==> src/dfcp_map.svh <==
`ifndef DFCP_MAP_SVH
`define DFCP_MAP_SVH
// ==========================================================
// Control port constants.
// Upper six bits of the chip address in two-wire format.
`define DFCP_ADDR_HI      6'h0c
// Full chip address in three-wire format.
`define DFCP_SPI_ADDR     7'h18
// Pointer reset value.
`define DFCP_PTR_RST      8'h00
// Pointer field positions.
`define DFCP_PTR_STEP_BIT 7
`define DFCP_PTR_IDX_MSB  4
// Auto-advance block limits.
`define DFCP_BLK1_FIRST   5'h01
`define DFCP_BLK1_LAST    5'h08
`define DFCP_BLK2_FIRST   5'h09
`define DFCP_BLK2_LAST    5'h1f
`endif

==> src/dfcp_pkg.sv <==
// ==========================================================
// Types shared by the control port.
package dfcp_pkg;
  // Synchronised bus pins.
  typedef struct packed {
    logic scl;
    logic sda;
    logic sel;
  } dfcp_pins_s;
  // Register write request.
  typedef struct packed {
    logic       valid;
    logic [4:0] index;
    logic [7:0] data;
  } dfcp_wr_s;
endpackage

==> src/dfcp_top.sv <==
`timescale 1ns/1ps
`include "dfcp_map.svh"
// How it works
// - Two slave formats: two-wire and three-wire.
// - Select falling edge after enable picks three-wire.
// - Two-wire address is 001100 plus pin.
// - Device acknowledges every byte it receives in a two-wire transfer whose address matches; three-wire has no acknowledge.
// - Write: start, address, pointer, data, stop.
// - More data bytes write more registers; without advance they rewrite the same one.
// - Read returns pointed register after address.
// - Three-wire pins are inputs, rising-edge sampled.
// - Three-wire format is write only.
// - Pointer byte then data byte after direction.
// - Pointer index bits 4..0, reset zero.
// - Pointer bit 7 enables auto-advance.
// - Advance within 01-08 and 09-up separately.
// - Without advance pointer stays fixed.
module dfcp_top (
  // Clock and reset.
  input  wire logic        sys_clk,
  input  wire logic        rst_b,
  // Shared pins: address/select, clock, data in.
  input  wire logic        addr_bit_or_select,
  input  wire logic        control_serial_clock,
  input  wire logic        control_serial_data_in,
  // Open-drain data pin output side.
  output logic             sda_out,
  output logic             sda_oe,
  // Port enable from the device's settings.
  input  wire logic        control_port_on,
  // Register file side.
  output dfcp_pkg::dfcp_wr_s reg_wr,
  input  wire logic [7:0]  reg_rdata,
  output logic [7:0]       register_pointer,
  output logic             spi_mode
);
  import dfcp_pkg::*;

  // ==========================================================
  // Pin synchronisers.
  dfcp_pins_s s1_q, s2_q, s3_q;            // Two stages plus edge history.
  // Two flops before any logic looks at the pins.
  always_ff @(posedge sys_clk or negedge rst_b) begin
    if (!rst_b) begin
      s1_q <= '1;
      s2_q <= '1;
      s3_q <= '1;
    end else begin
      s1_q <= '{control_serial_clock, control_serial_data_in, addr_bit_or_select};
      s2_q <= s1_q;
      s3_q <= s2_q;
    end
  end
  // Edge detection waits until every stage holds a real pin sample.
  // Otherwise an address pin tied low would look like a select fall just after reset.
  logic [2:0] warm_q;                      // Fills with ones after reset.
  always_ff @(posedge sys_clk or negedge rst_b) begin
    if (!rst_b) begin
      warm_q <= 3'h0;
    end else begin
      warm_q <= {warm_q[1:0], 1'b1};
    end
  end
  logic scl_rise, scl_fall, start_c, stop_c, sel_fall;
  assign scl_rise = warm_q[2] & s2_q.scl & ~s3_q.scl;
  assign scl_fall = warm_q[2] & ~s2_q.scl & s3_q.scl;
  assign start_c  = warm_q[2] & s2_q.scl & s3_q.scl & s3_q.sda & ~s2_q.sda;
  assign stop_c   = warm_q[2] & s2_q.scl & s3_q.scl & ~s3_q.sda & s2_q.sda;
  assign sel_fall = warm_q[2] & s3_q.sel & ~s2_q.sel;

  // ==========================================================
  // Format selection: sticky once select falls after enable.
  always_ff @(posedge sys_clk or negedge rst_b) begin
    if (!rst_b) begin
      spi_mode <= 1'b0;
    end else if (control_port_on && sel_fall) begin
      spi_mode <= 1'b1;
    end
  end

  // ==========================================================
  // Byte engine shared by both formats.
  typedef enum {ST_IDLE, ST_ADDR, ST_PTR, ST_DATA, ST_RD, ST_SKIP} dfcp_st_e;
  dfcp_st_e   st_q;                        // Transfer phase.
  logic [7:0] sh_q;                        // Receive shift register.
  logic [3:0] bit_q;                       // Bits in current byte.
  logic       ack_q;                       // Device drives acknowledge slot.
  logic       rdack_q;                     // Host acknowledge slot on reads.
  logic [7:0] tx_q;                        // Read shift register.
  logic       tx_on_q;                     // Device drives read data.
  logic       ack_pend_q;                  // Acknowledge owed at next falling edge.
  logic [7:0] byte_c;
  logic       spi_act, i2c_bit, spi_bit, byte_done, addr_ok;
  assign spi_act   = spi_mode & ~s2_q.sel;
  assign i2c_bit   = ~spi_mode & scl_rise & ~ack_q & ~rdack_q;
  assign spi_bit   = spi_act & scl_rise;
  assign byte_c    = {sh_q[6:0], s2_q.sda};
  assign byte_done = (i2c_bit | spi_bit) & (bit_q == 4'd7);
  assign addr_ok   = spi_mode ? (byte_c == {`DFCP_SPI_ADDR, 1'b0})
                   : (byte_c[7:2] == `DFCP_ADDR_HI && byte_c[1] == s2_q.sel);

  // Pointer advance: stays inside its block.
  function automatic logic [4:0] next_idx(input logic [4:0] i);
    if (i == `DFCP_BLK1_LAST) return `DFCP_BLK1_FIRST;
    if (i == `DFCP_BLK2_LAST) return `DFCP_BLK2_FIRST;
    return i + 5'd1;
  endfunction

  // Phase machine, shifting and pointer handling.
  always_ff @(posedge sys_clk or negedge rst_b) begin
    if (!rst_b) begin
      st_q <= ST_IDLE;
      sh_q <= 8'h00;
      bit_q <= 4'h0;
      ack_q <= 1'b0;
      rdack_q <= 1'b0;
      ack_pend_q <= 1'b0;
      tx_q <= 8'h00;
      tx_on_q <= 1'b0;
      register_pointer <= `DFCP_PTR_RST;
      reg_wr <= '0;
    end else begin
      reg_wr.valid <= 1'b0;
      // The select fall that picks three-wire format also opens its first frame.
      if ((!spi_mode && start_c) || ((spi_mode || control_port_on) && sel_fall)) begin
        st_q <= ST_ADDR;
        bit_q <= 4'h0;
        ack_q <= 1'b0;
        rdack_q <= 1'b0;
        ack_pend_q <= 1'b0;
        tx_on_q <= 1'b0;
      end else if ((!spi_mode && stop_c) || (spi_mode && s2_q.sel)) begin
        st_q <= ST_IDLE;
        ack_q <= 1'b0;
        rdack_q <= 1'b0;
        ack_pend_q <= 1'b0;
        tx_on_q <= 1'b0;
      end else begin
        // Acknowledge slot opens on the falling edge after a byte.
        if (scl_fall && ack_pend_q) begin
          ack_q <= 1'b1;
          ack_pend_q <= 1'b0;
        end else if (scl_fall && ack_q) begin
          ack_q <= 1'b0;
          if (st_q == ST_RD) begin
            tx_on_q <= 1'b1;
            tx_q <= reg_rdata;
          end
        end
        // Read shifting and host acknowledge.
        if (st_q == ST_RD && !ack_q && !ack_pend_q) begin
          if (rdack_q && scl_rise) begin
            if (s2_q.sda) st_q <= ST_SKIP;
          end else if (rdack_q && scl_fall) begin
            rdack_q <= 1'b0;
            tx_on_q <= 1'b1;
            tx_q <= reg_rdata;
          end else if (scl_rise && tx_on_q) begin
            bit_q <= bit_q + 4'd1;
          end else if (scl_fall && tx_on_q) begin
            tx_q <= {tx_q[6:0], 1'b0};
            if (bit_q == 4'd8) begin
              bit_q <= 4'h0;
              tx_on_q <= 1'b0;
              rdack_q <= 1'b1;
              if (register_pointer[`DFCP_PTR_STEP_BIT])
                register_pointer[4:0] <= next_idx(register_pointer[4:0]);
            end
          end
        end
        if ((i2c_bit || spi_bit) && st_q != ST_IDLE && st_q != ST_SKIP && st_q != ST_RD) begin
          sh_q <= byte_c;
          bit_q <= byte_done ? 4'h0 : bit_q + 4'd1;
          if (byte_done) begin
            ack_pend_q <= ~spi_mode;
            unique case (st_q)
              ST_ADDR: begin
                if (!addr_ok || (spi_mode && byte_c[0])) begin
                  st_q <= ST_SKIP;
                  ack_pend_q <= 1'b0;
                end else if (byte_c[0]) begin
                  st_q <= ST_RD;
                end else begin
                  st_q <= ST_PTR;
                end
              end
              ST_PTR: begin
                register_pointer <= byte_c & 8'h9f;
                st_q <= ST_DATA;
              end
              ST_DATA: begin
                reg_wr <= '{1'b1, register_pointer[4:0], byte_c};
                if (register_pointer[`DFCP_PTR_STEP_BIT])
                  register_pointer[4:0] <= next_idx(register_pointer[4:0]);
              end
              default: st_q <= st_q;
            endcase
          end
        end
      end
    end
  end

  // Open-drain data: pull low for acknowledge or zero read bits.
  always_ff @(posedge sys_clk or negedge rst_b) begin
    if (!rst_b) sda_oe <= 1'b0;
    else sda_oe <= ~spi_mode & (ack_q | (tx_on_q & ~tx_q[7]));
  end
  assign sda_out = 1'b0;

  // ==========================================================
  // Checks.
  ptr_reset_a: assert property (@(posedge sys_clk) $rose(rst_b) |-> register_pointer == 8'h00)
    else $error("pointer not reset");
  rsvd_zero_a: assert property (@(posedge sys_clk) disable iff (!rst_b) register_pointer[6:5] == 2'b00)
    else $error("reserved pointer bits set");
  spi_sticky_a: assert property (@(posedge sys_clk) disable iff (!rst_b) spi_mode |=> spi_mode)
    else $error("format reverted");
  spi_silent_a: assert property (@(posedge sys_clk) disable iff (!rst_b) spi_mode |=> !sda_oe)
    else $error("drive in three-wire format");
  no_step_a: assert property (@(posedge sys_clk) disable iff (!rst_b)
    reg_wr.valid && !register_pointer[7] |-> $stable(register_pointer))
    else $error("pointer moved");
  // A stepped write at the end of block one must wrap to its start, never carry on.
  blk_wrap_a: assert property (@(posedge sys_clk) disable iff (!rst_b)
    reg_wr.valid && register_pointer[7] && reg_wr.index == `DFCP_BLK1_LAST
    |-> register_pointer[4:0] == `DFCP_BLK1_FIRST)
    else $error("block wrap");
  skip_quiet_a: assert property (@(posedge sys_clk) disable iff (!rst_b) st_q == ST_SKIP |-> !reg_wr.valid)
    else $error("write on ignored transfer");
  ack_len_a: assert property (@(posedge sys_clk) disable iff (!rst_b) $rose(ack_q) |-> ack_q until scl_fall)
    else $error("ack dropped early");
  wr_cv: cover property (@(posedge sys_clk) reg_wr.valid && !spi_mode);
  spi_cv: cover property (@(posedge sys_clk) reg_wr.valid && spi_mode);
  rd_cv: cover property (@(posedge sys_clk) st_q == ST_RD && tx_on_q);
endmodule // dfcp_top

==> config.mk <==
export PLATFORM = sky130hd
export DESIGN_NAME = dfcp_top
export DESIGN_NICKNAME = d
export VERILOG_FILES = /design/src/dfcp_pkg.sv /design/src/dfcp_top.sv
export VERILOG_INCLUDE_DIRS = /design/src
export SDC_FILE = /design/constraint.sdc
export NUM_CORES = 1
export LEC_CHECK = 0
export BUFFER_PORTS_ARGS = -buffer_cell sky130_fd_sc_hd__buf_2
export CORE_MARGIN = 5
export CORE_UTILIZATION = 53
export CTS_BUF_LIST = sky130_fd_sc_hd__clkbuf_4 sky130_fd_sc_hd__clkbuf_8 sky130_fd_sc_hd__clkbuf_16
export CTS_CLUSTER_DIAMETER = 30
export DETAILED_ROUTE_END_ITERATION = 8
export GPL_TIMING_DRIVEN = 1
export PLACE_DENSITY = 0.81
export SYNTH_ARGS = -nofsm -noshare
export SYNTH_HDL_FRONTEND = slang
export SYNTH_SLANG_ARGS = --single-unit
==> constraint.sdc <==
create_clock -name sys_clk -period 5.7 [get_ports sys_clk]
set_clock_uncertainty 0.1 [all_clocks]
set_input_delay 0.285 -clock sys_clk [delete_from_list [all_inputs] [get_ports sys_clk]]
set_output_delay 0.285 -clock sys_clk [all_outputs]
set_load 0.01 [all_outputs]
## Yosys cells after proc, flatten, opt, wreduce, memory -nomap -nowiden

Cells that the tools add are included.

- Word-level logic and storage cells: 233
- Output and inout bits: 25
- Bits of input ports: 14
- Register bits after elaboration: 89

- Eq/ne operators: 19
- Reductions and logical operators: 41
- Add/sub/neg operators: 2
- Bitwise gates (word level): 32
- Mux-type cells: 114

Operator list:

| operator | count |
|---|---|
| two-way mux 32 bit | 7 |
| case mux 32 bit (3 select lines) | 1 |
| two-way mux 5 bit | 16 |
| two-way mux 14 bit | 5 |
| equality test 32 x 2 -> 1 bit, second input constant | 2 |
| two-way mux 1 bit | 64 |
| two-way mux 8 bit | 8 |
| != test 32 x 4 -> 1 bit, second input constant | 2 |
| two-way mux 4 bit | 10 |
| equality test 32 x 1 -> 1 bit, second input constant | 1 |
| equality test 32 x 4 -> 1 bit, second input constant | 1 |
| nonzero test 32 bit | 1 |
| nonzero test 4 bit | 5 |
| bitwise AND 1 bit | 19 |
| logical AND 1 bit | 18 |
| AND reduction 5 bit | 3 |
| NOT 1 bit | 11 |
| case mux 5 bit (2 select lines) | 1 |
| equality test 8 x 6 -> 1 bit, second input constant | 1 |
| != test 7 x 4 -> 1 bit, second input constant | 1 |
| equality test 6 x 4 -> 1 bit, second input constant | 1 |
| two-way mux 3 bit | 2 |
| != test 3 x 2 -> 1 bit, second input constant | 2 |
| AND reduction 6 bit | 1 |
| other kinds (16) | 25 |

## Logic depth before layout (Yosys ltp)

- Depth after elaboration: 34
- Depth in mapped cells: 9
- Mapped depth without buffers: 9

## Least setup slack after synthesis

OpenSTA, ideal clock, no wires.

- Kind: reg2reg
- From: register st_q[13]
- To: register reg_wr[0] (netlist bit)
- Setup slack: 3.129 ns
- Required time: 5.475 ns
- Stages on the path, launching flop included: 7
- Library setup time: 0.125 ns
- Arrival: 2.346 ns
- Cell sequence: dfrtp_1 -> nor4_4 -> nand4_4 -> or4_2 -> nor3_4 -> buf_4 -> mux2_2

- Longest elaborated chain between the ends: 5
- Elaborated cells between the ends (all ways): 8
- Those cells by class: eq/ne (3); reduce/logical (5)

Ends and longest elaborated chain:

| what | line | RTL |
|---|---|---|
| start: declaration | dfcp_top.sv:84 | `dfcp_st_e st_q;` |
| start signal: assignment | dfcp_top.sv:196 | `default: st_q <= st_q;` |
| nonzero test 32 bit | dfcp_top.sv:171 | `if ((i2c_bit \|\| spi_bit) && st_q != ST_IDLE && st_q != ST_SKIP && st_q != ST_RD) begin` |
| logical AND 1 bit (3 in series) | dfcp_top.sv:171 |  |
| AND reduction 5 bit (no line) (*) | n/a |  |
| end signal: assignment | dfcp_top.sv:192 | `reg_wr <= '{1'b1, register_pointer[4:0], byte_c};` |
| end: declaration | dfcp_top.sv:32 | `output dfcp_pkg::dfcp_wr_s reg_wr,` |

Every way passes the cells marked *; elsewhere a longest branch is shown, timed or not.
A chain may end at the register's enable or synchronous reset.

## Worst setup path after layout

- From: register st_q[21]
- To: register reg_wr[6] (netlist bit)

Same word-level chain as after synthesis.

==> summary.txt <==
initial antenna violation count: 0
CP endpoint kind: flop
Syn Area/Cell: 11.1 um2
vias in the first global route: 2806
largest cells by area after synthesis: dfrtp_1 (47%), mux2_2 (6.1%), dfstp_2 (5.6%)
Hold Path Class: input port to asynchronous set/reset pin
WP data required: 5830 ps
status: finished clean
most frequent cell after synthesis: dfrtp_1
Die H: 99.4 um
largest net degree at the start of global routing: 90
PortBufs: 35
setup TNS: 0 ps
placed cells: 503
Synth Area in Adders: 0.0148
Post-synth top cells: dfrtp_1 (80), and2_1 (29), mux2_2 (23), nand2_1 (20)
Clock H-tree levels: 3
synthesized cell area: 4240 um2
die area: 9880 um2
number of flops mapped to enable cells by yosys: 0
Synth Area in Compound Gates: 0.132
Worst-path clk slew: 90 ps
Crit path largest cell delay: 750 ps
main combinational cell family by area after synthesis: simple AND/OR/NAND/NOR gates
CTS root buf: clkbuf_8
Core Region: 7770 um2
Leakage: 2.18 nW
final instance area: 4720 um2
Seq/Total Area, Yosys: 0.528
dpl hpwl: 5.69 mm
CTS tree: done
diode count: 0
R2R Path Start: st_q[21]
largest fanout on the critical path: 14
clock sink count: 89
WS Path Type: flop to flop
Final setup viols: 0
gpl congestion: 0.914
Vias: 3023
layout net count: 434
Hold Vio Cnt, Final: 0
worst skew pair latency: 350 ps
Vias/cell: 5.79
CTS resizes: 0
Synth Area in Simple Gates: 0.215
Gate Count Post-Synth: 382
RSZ-0062 raised after global routing: no
total power: 1.17 mW
CP cell instances: nor4_2 > nand4_2 > or4_2 > nor3_4 > mux2_2
number of library cell types mapped by synthesis: 72
Max-cap violations: 0
CP max-delay cell: or4_2
r2r setup slk: 2700 ps
mux contribution to synthesized area: 0.0635
CTS Buf Count: 9
top routing layer in use: met4
Setup crit start kind: flop
initial drt markers: 286
worst-margin pin slew: 1060 ps
post-synth top area cell: dfrtp_1
max-slew violations: 0
Yosys warning count: 0
Power Density: 248 nW/um2
final critical-path share of the clock period: 0.526
reg2reg end: reg_wr[6]
area grow syn2layout: 11.4%
Max rail drop VDD: 0.140 mV
Remaining Overflow, GRT: 0
Finished Core Util: 0.608
WL met1: 3.72 mm
Post-Synth XOR/XNOR Area: 0.00620
Slew HR: 0.294
Synth top area share: 0.472
hold_buf cts: 3
Worst R2R Path Depth: 5
wire length of the first global-routing pass: 13.6 mm
CTS Buffer Depth: 2
fmax: 334 MHz
DRT Pass-1 Iters: 5
#FFs+latches synth: 89
DR WL/cell: 15.6 um
Finished Layout Cells: 522
DRC: 0
Ports: 39
# rows: 32
Worst Path Arrival: 3130 ps
routed wl met2: 3.80 mm
wire length on met3: 508 um
Initial Utilization: 0.546
layout cells sized above 1: 0.250
Most used DFF post-synth: dfrtp_1
Post-CTS Setup Inserts: 0
die width: 99.4 um
Routed Wire Length: 8.14 mm
gr usage total: 0.169
DRT antenna net count: 0
post-place instance area: 4460 um2
Tmin final: 3000 ps
fraction of registers with async set/reset: 1.00
-- where the power goes --
part,internal [mW],total (mW),switching (mW),leakage (nW)
combinational,0.0154,0.0464,0.0310,0.869
clock,0.270,0.481,0.211,0.114
sequential,0.639,0.646,0.00724,1.19
-- state kept, by name (all words and copies together), names as in the netlist, 2 cells and up --
name and flops:
bit_q 4, reg_wr 14, register_pointer 6, s1_q 3, s2_q 2, s3_q 3
sh_q 7, st_q 32, tx_q 8, warm_q 3
-- final cells by class --
class                   count  area, um2
fillers                   616       3050
flip-flops and latches     89       2240
multi-input cells         258       1840
repair buffers             39        215
clock buffers              12        153
well taps                 102        128
clock inverters             4       76.3
inverters                  18       67.6
-- worst max path at each step --
stage | from | to | slack [ps] | depth (start not counted)
final | st_q[21] | reg_wr[6] | 2700 | 5
after global routing | st_q[25] | reg_wr[7] | 2480 | 5
after CTS | st_q[25] | reg_wr[6] | 2680 | 5
after detailed placement | st_q[21] | reg_wr[6] | 2700 | 5
after global placement | st_q[25] | reg_wr[0] | 2810 | 5
after floorplan | st_q[13] | reg_wr[0] | 3130 | 6
-- placed cells by master, fill, tap and decap left out, types with 4 or more instances in the layout --
master | synthesis | layout
and3_1 | 5 | 5
buf_2 | 1 | 34
a22oi_1 | 8 | 8
inv_1 | 18 | 18
nand2b_1 | 5 | 5
and2_1 | 29 | 29
o21ai_0 | 19 | 19
conb_1 | 2 | 4
nor2_1 | 16 | 16
nand3_1 | 11 | 11
ha_1 | 5 | 5
nor3_1 | 6 | 6
clkbuf_8 | 0 | 10
nand2_1 | 20 | 20
dfrtp_1 | 80 | 80
a21oi_1 | 19 | 19
nor4_1 | 5 | 5
and3b_1 | 4 | 4
mux2_2 | 23 | 23
dfstp_2 | 9 | 9
nor2b_1 | 5 | 5
a21o_1 | 7 | 7
-- routing by layer --
metal | vias up | GRT usage
met1 | 1472 | 0.237
met5 | - | 0
met2 | 105 | 0.261
met4 | 0 | 0.0578
met3 | 11 | 0.0386
li1 | 1435 | -
-- worst max-delay path: cells and delay by family, from the launching register on --
kind | cells | cell delay, ps
flip-flops | 1 | 400
multiplexers | 1 | 410
AND/OR/NAND/NOR | 4 | 1970
-- through the flow --
stage	hold slack [ps]	worst slack [ps]
floorplan	-111	3130
global placement	233	2810
detailed placement	236	2700
CTS	52.4	2680
global route	61.4	2480
finish	17.9	2700
-- kinds of logic (layout without fill, tap and decap cells) --
group | after synthesis | count (layout)
AOI/OAI and AO/OA | 83 | 83
xor gates and xnor gates | 3 | 3
buffers and inverters | 37 | 73
DFF | 89 | 89
adders and majority gates | 5 | 5
and+or+nand+nor | 139 | 139
muxes | 24 | 24
other | 2 | 4
Note: power is estimated with default switching activity, not from simulation.
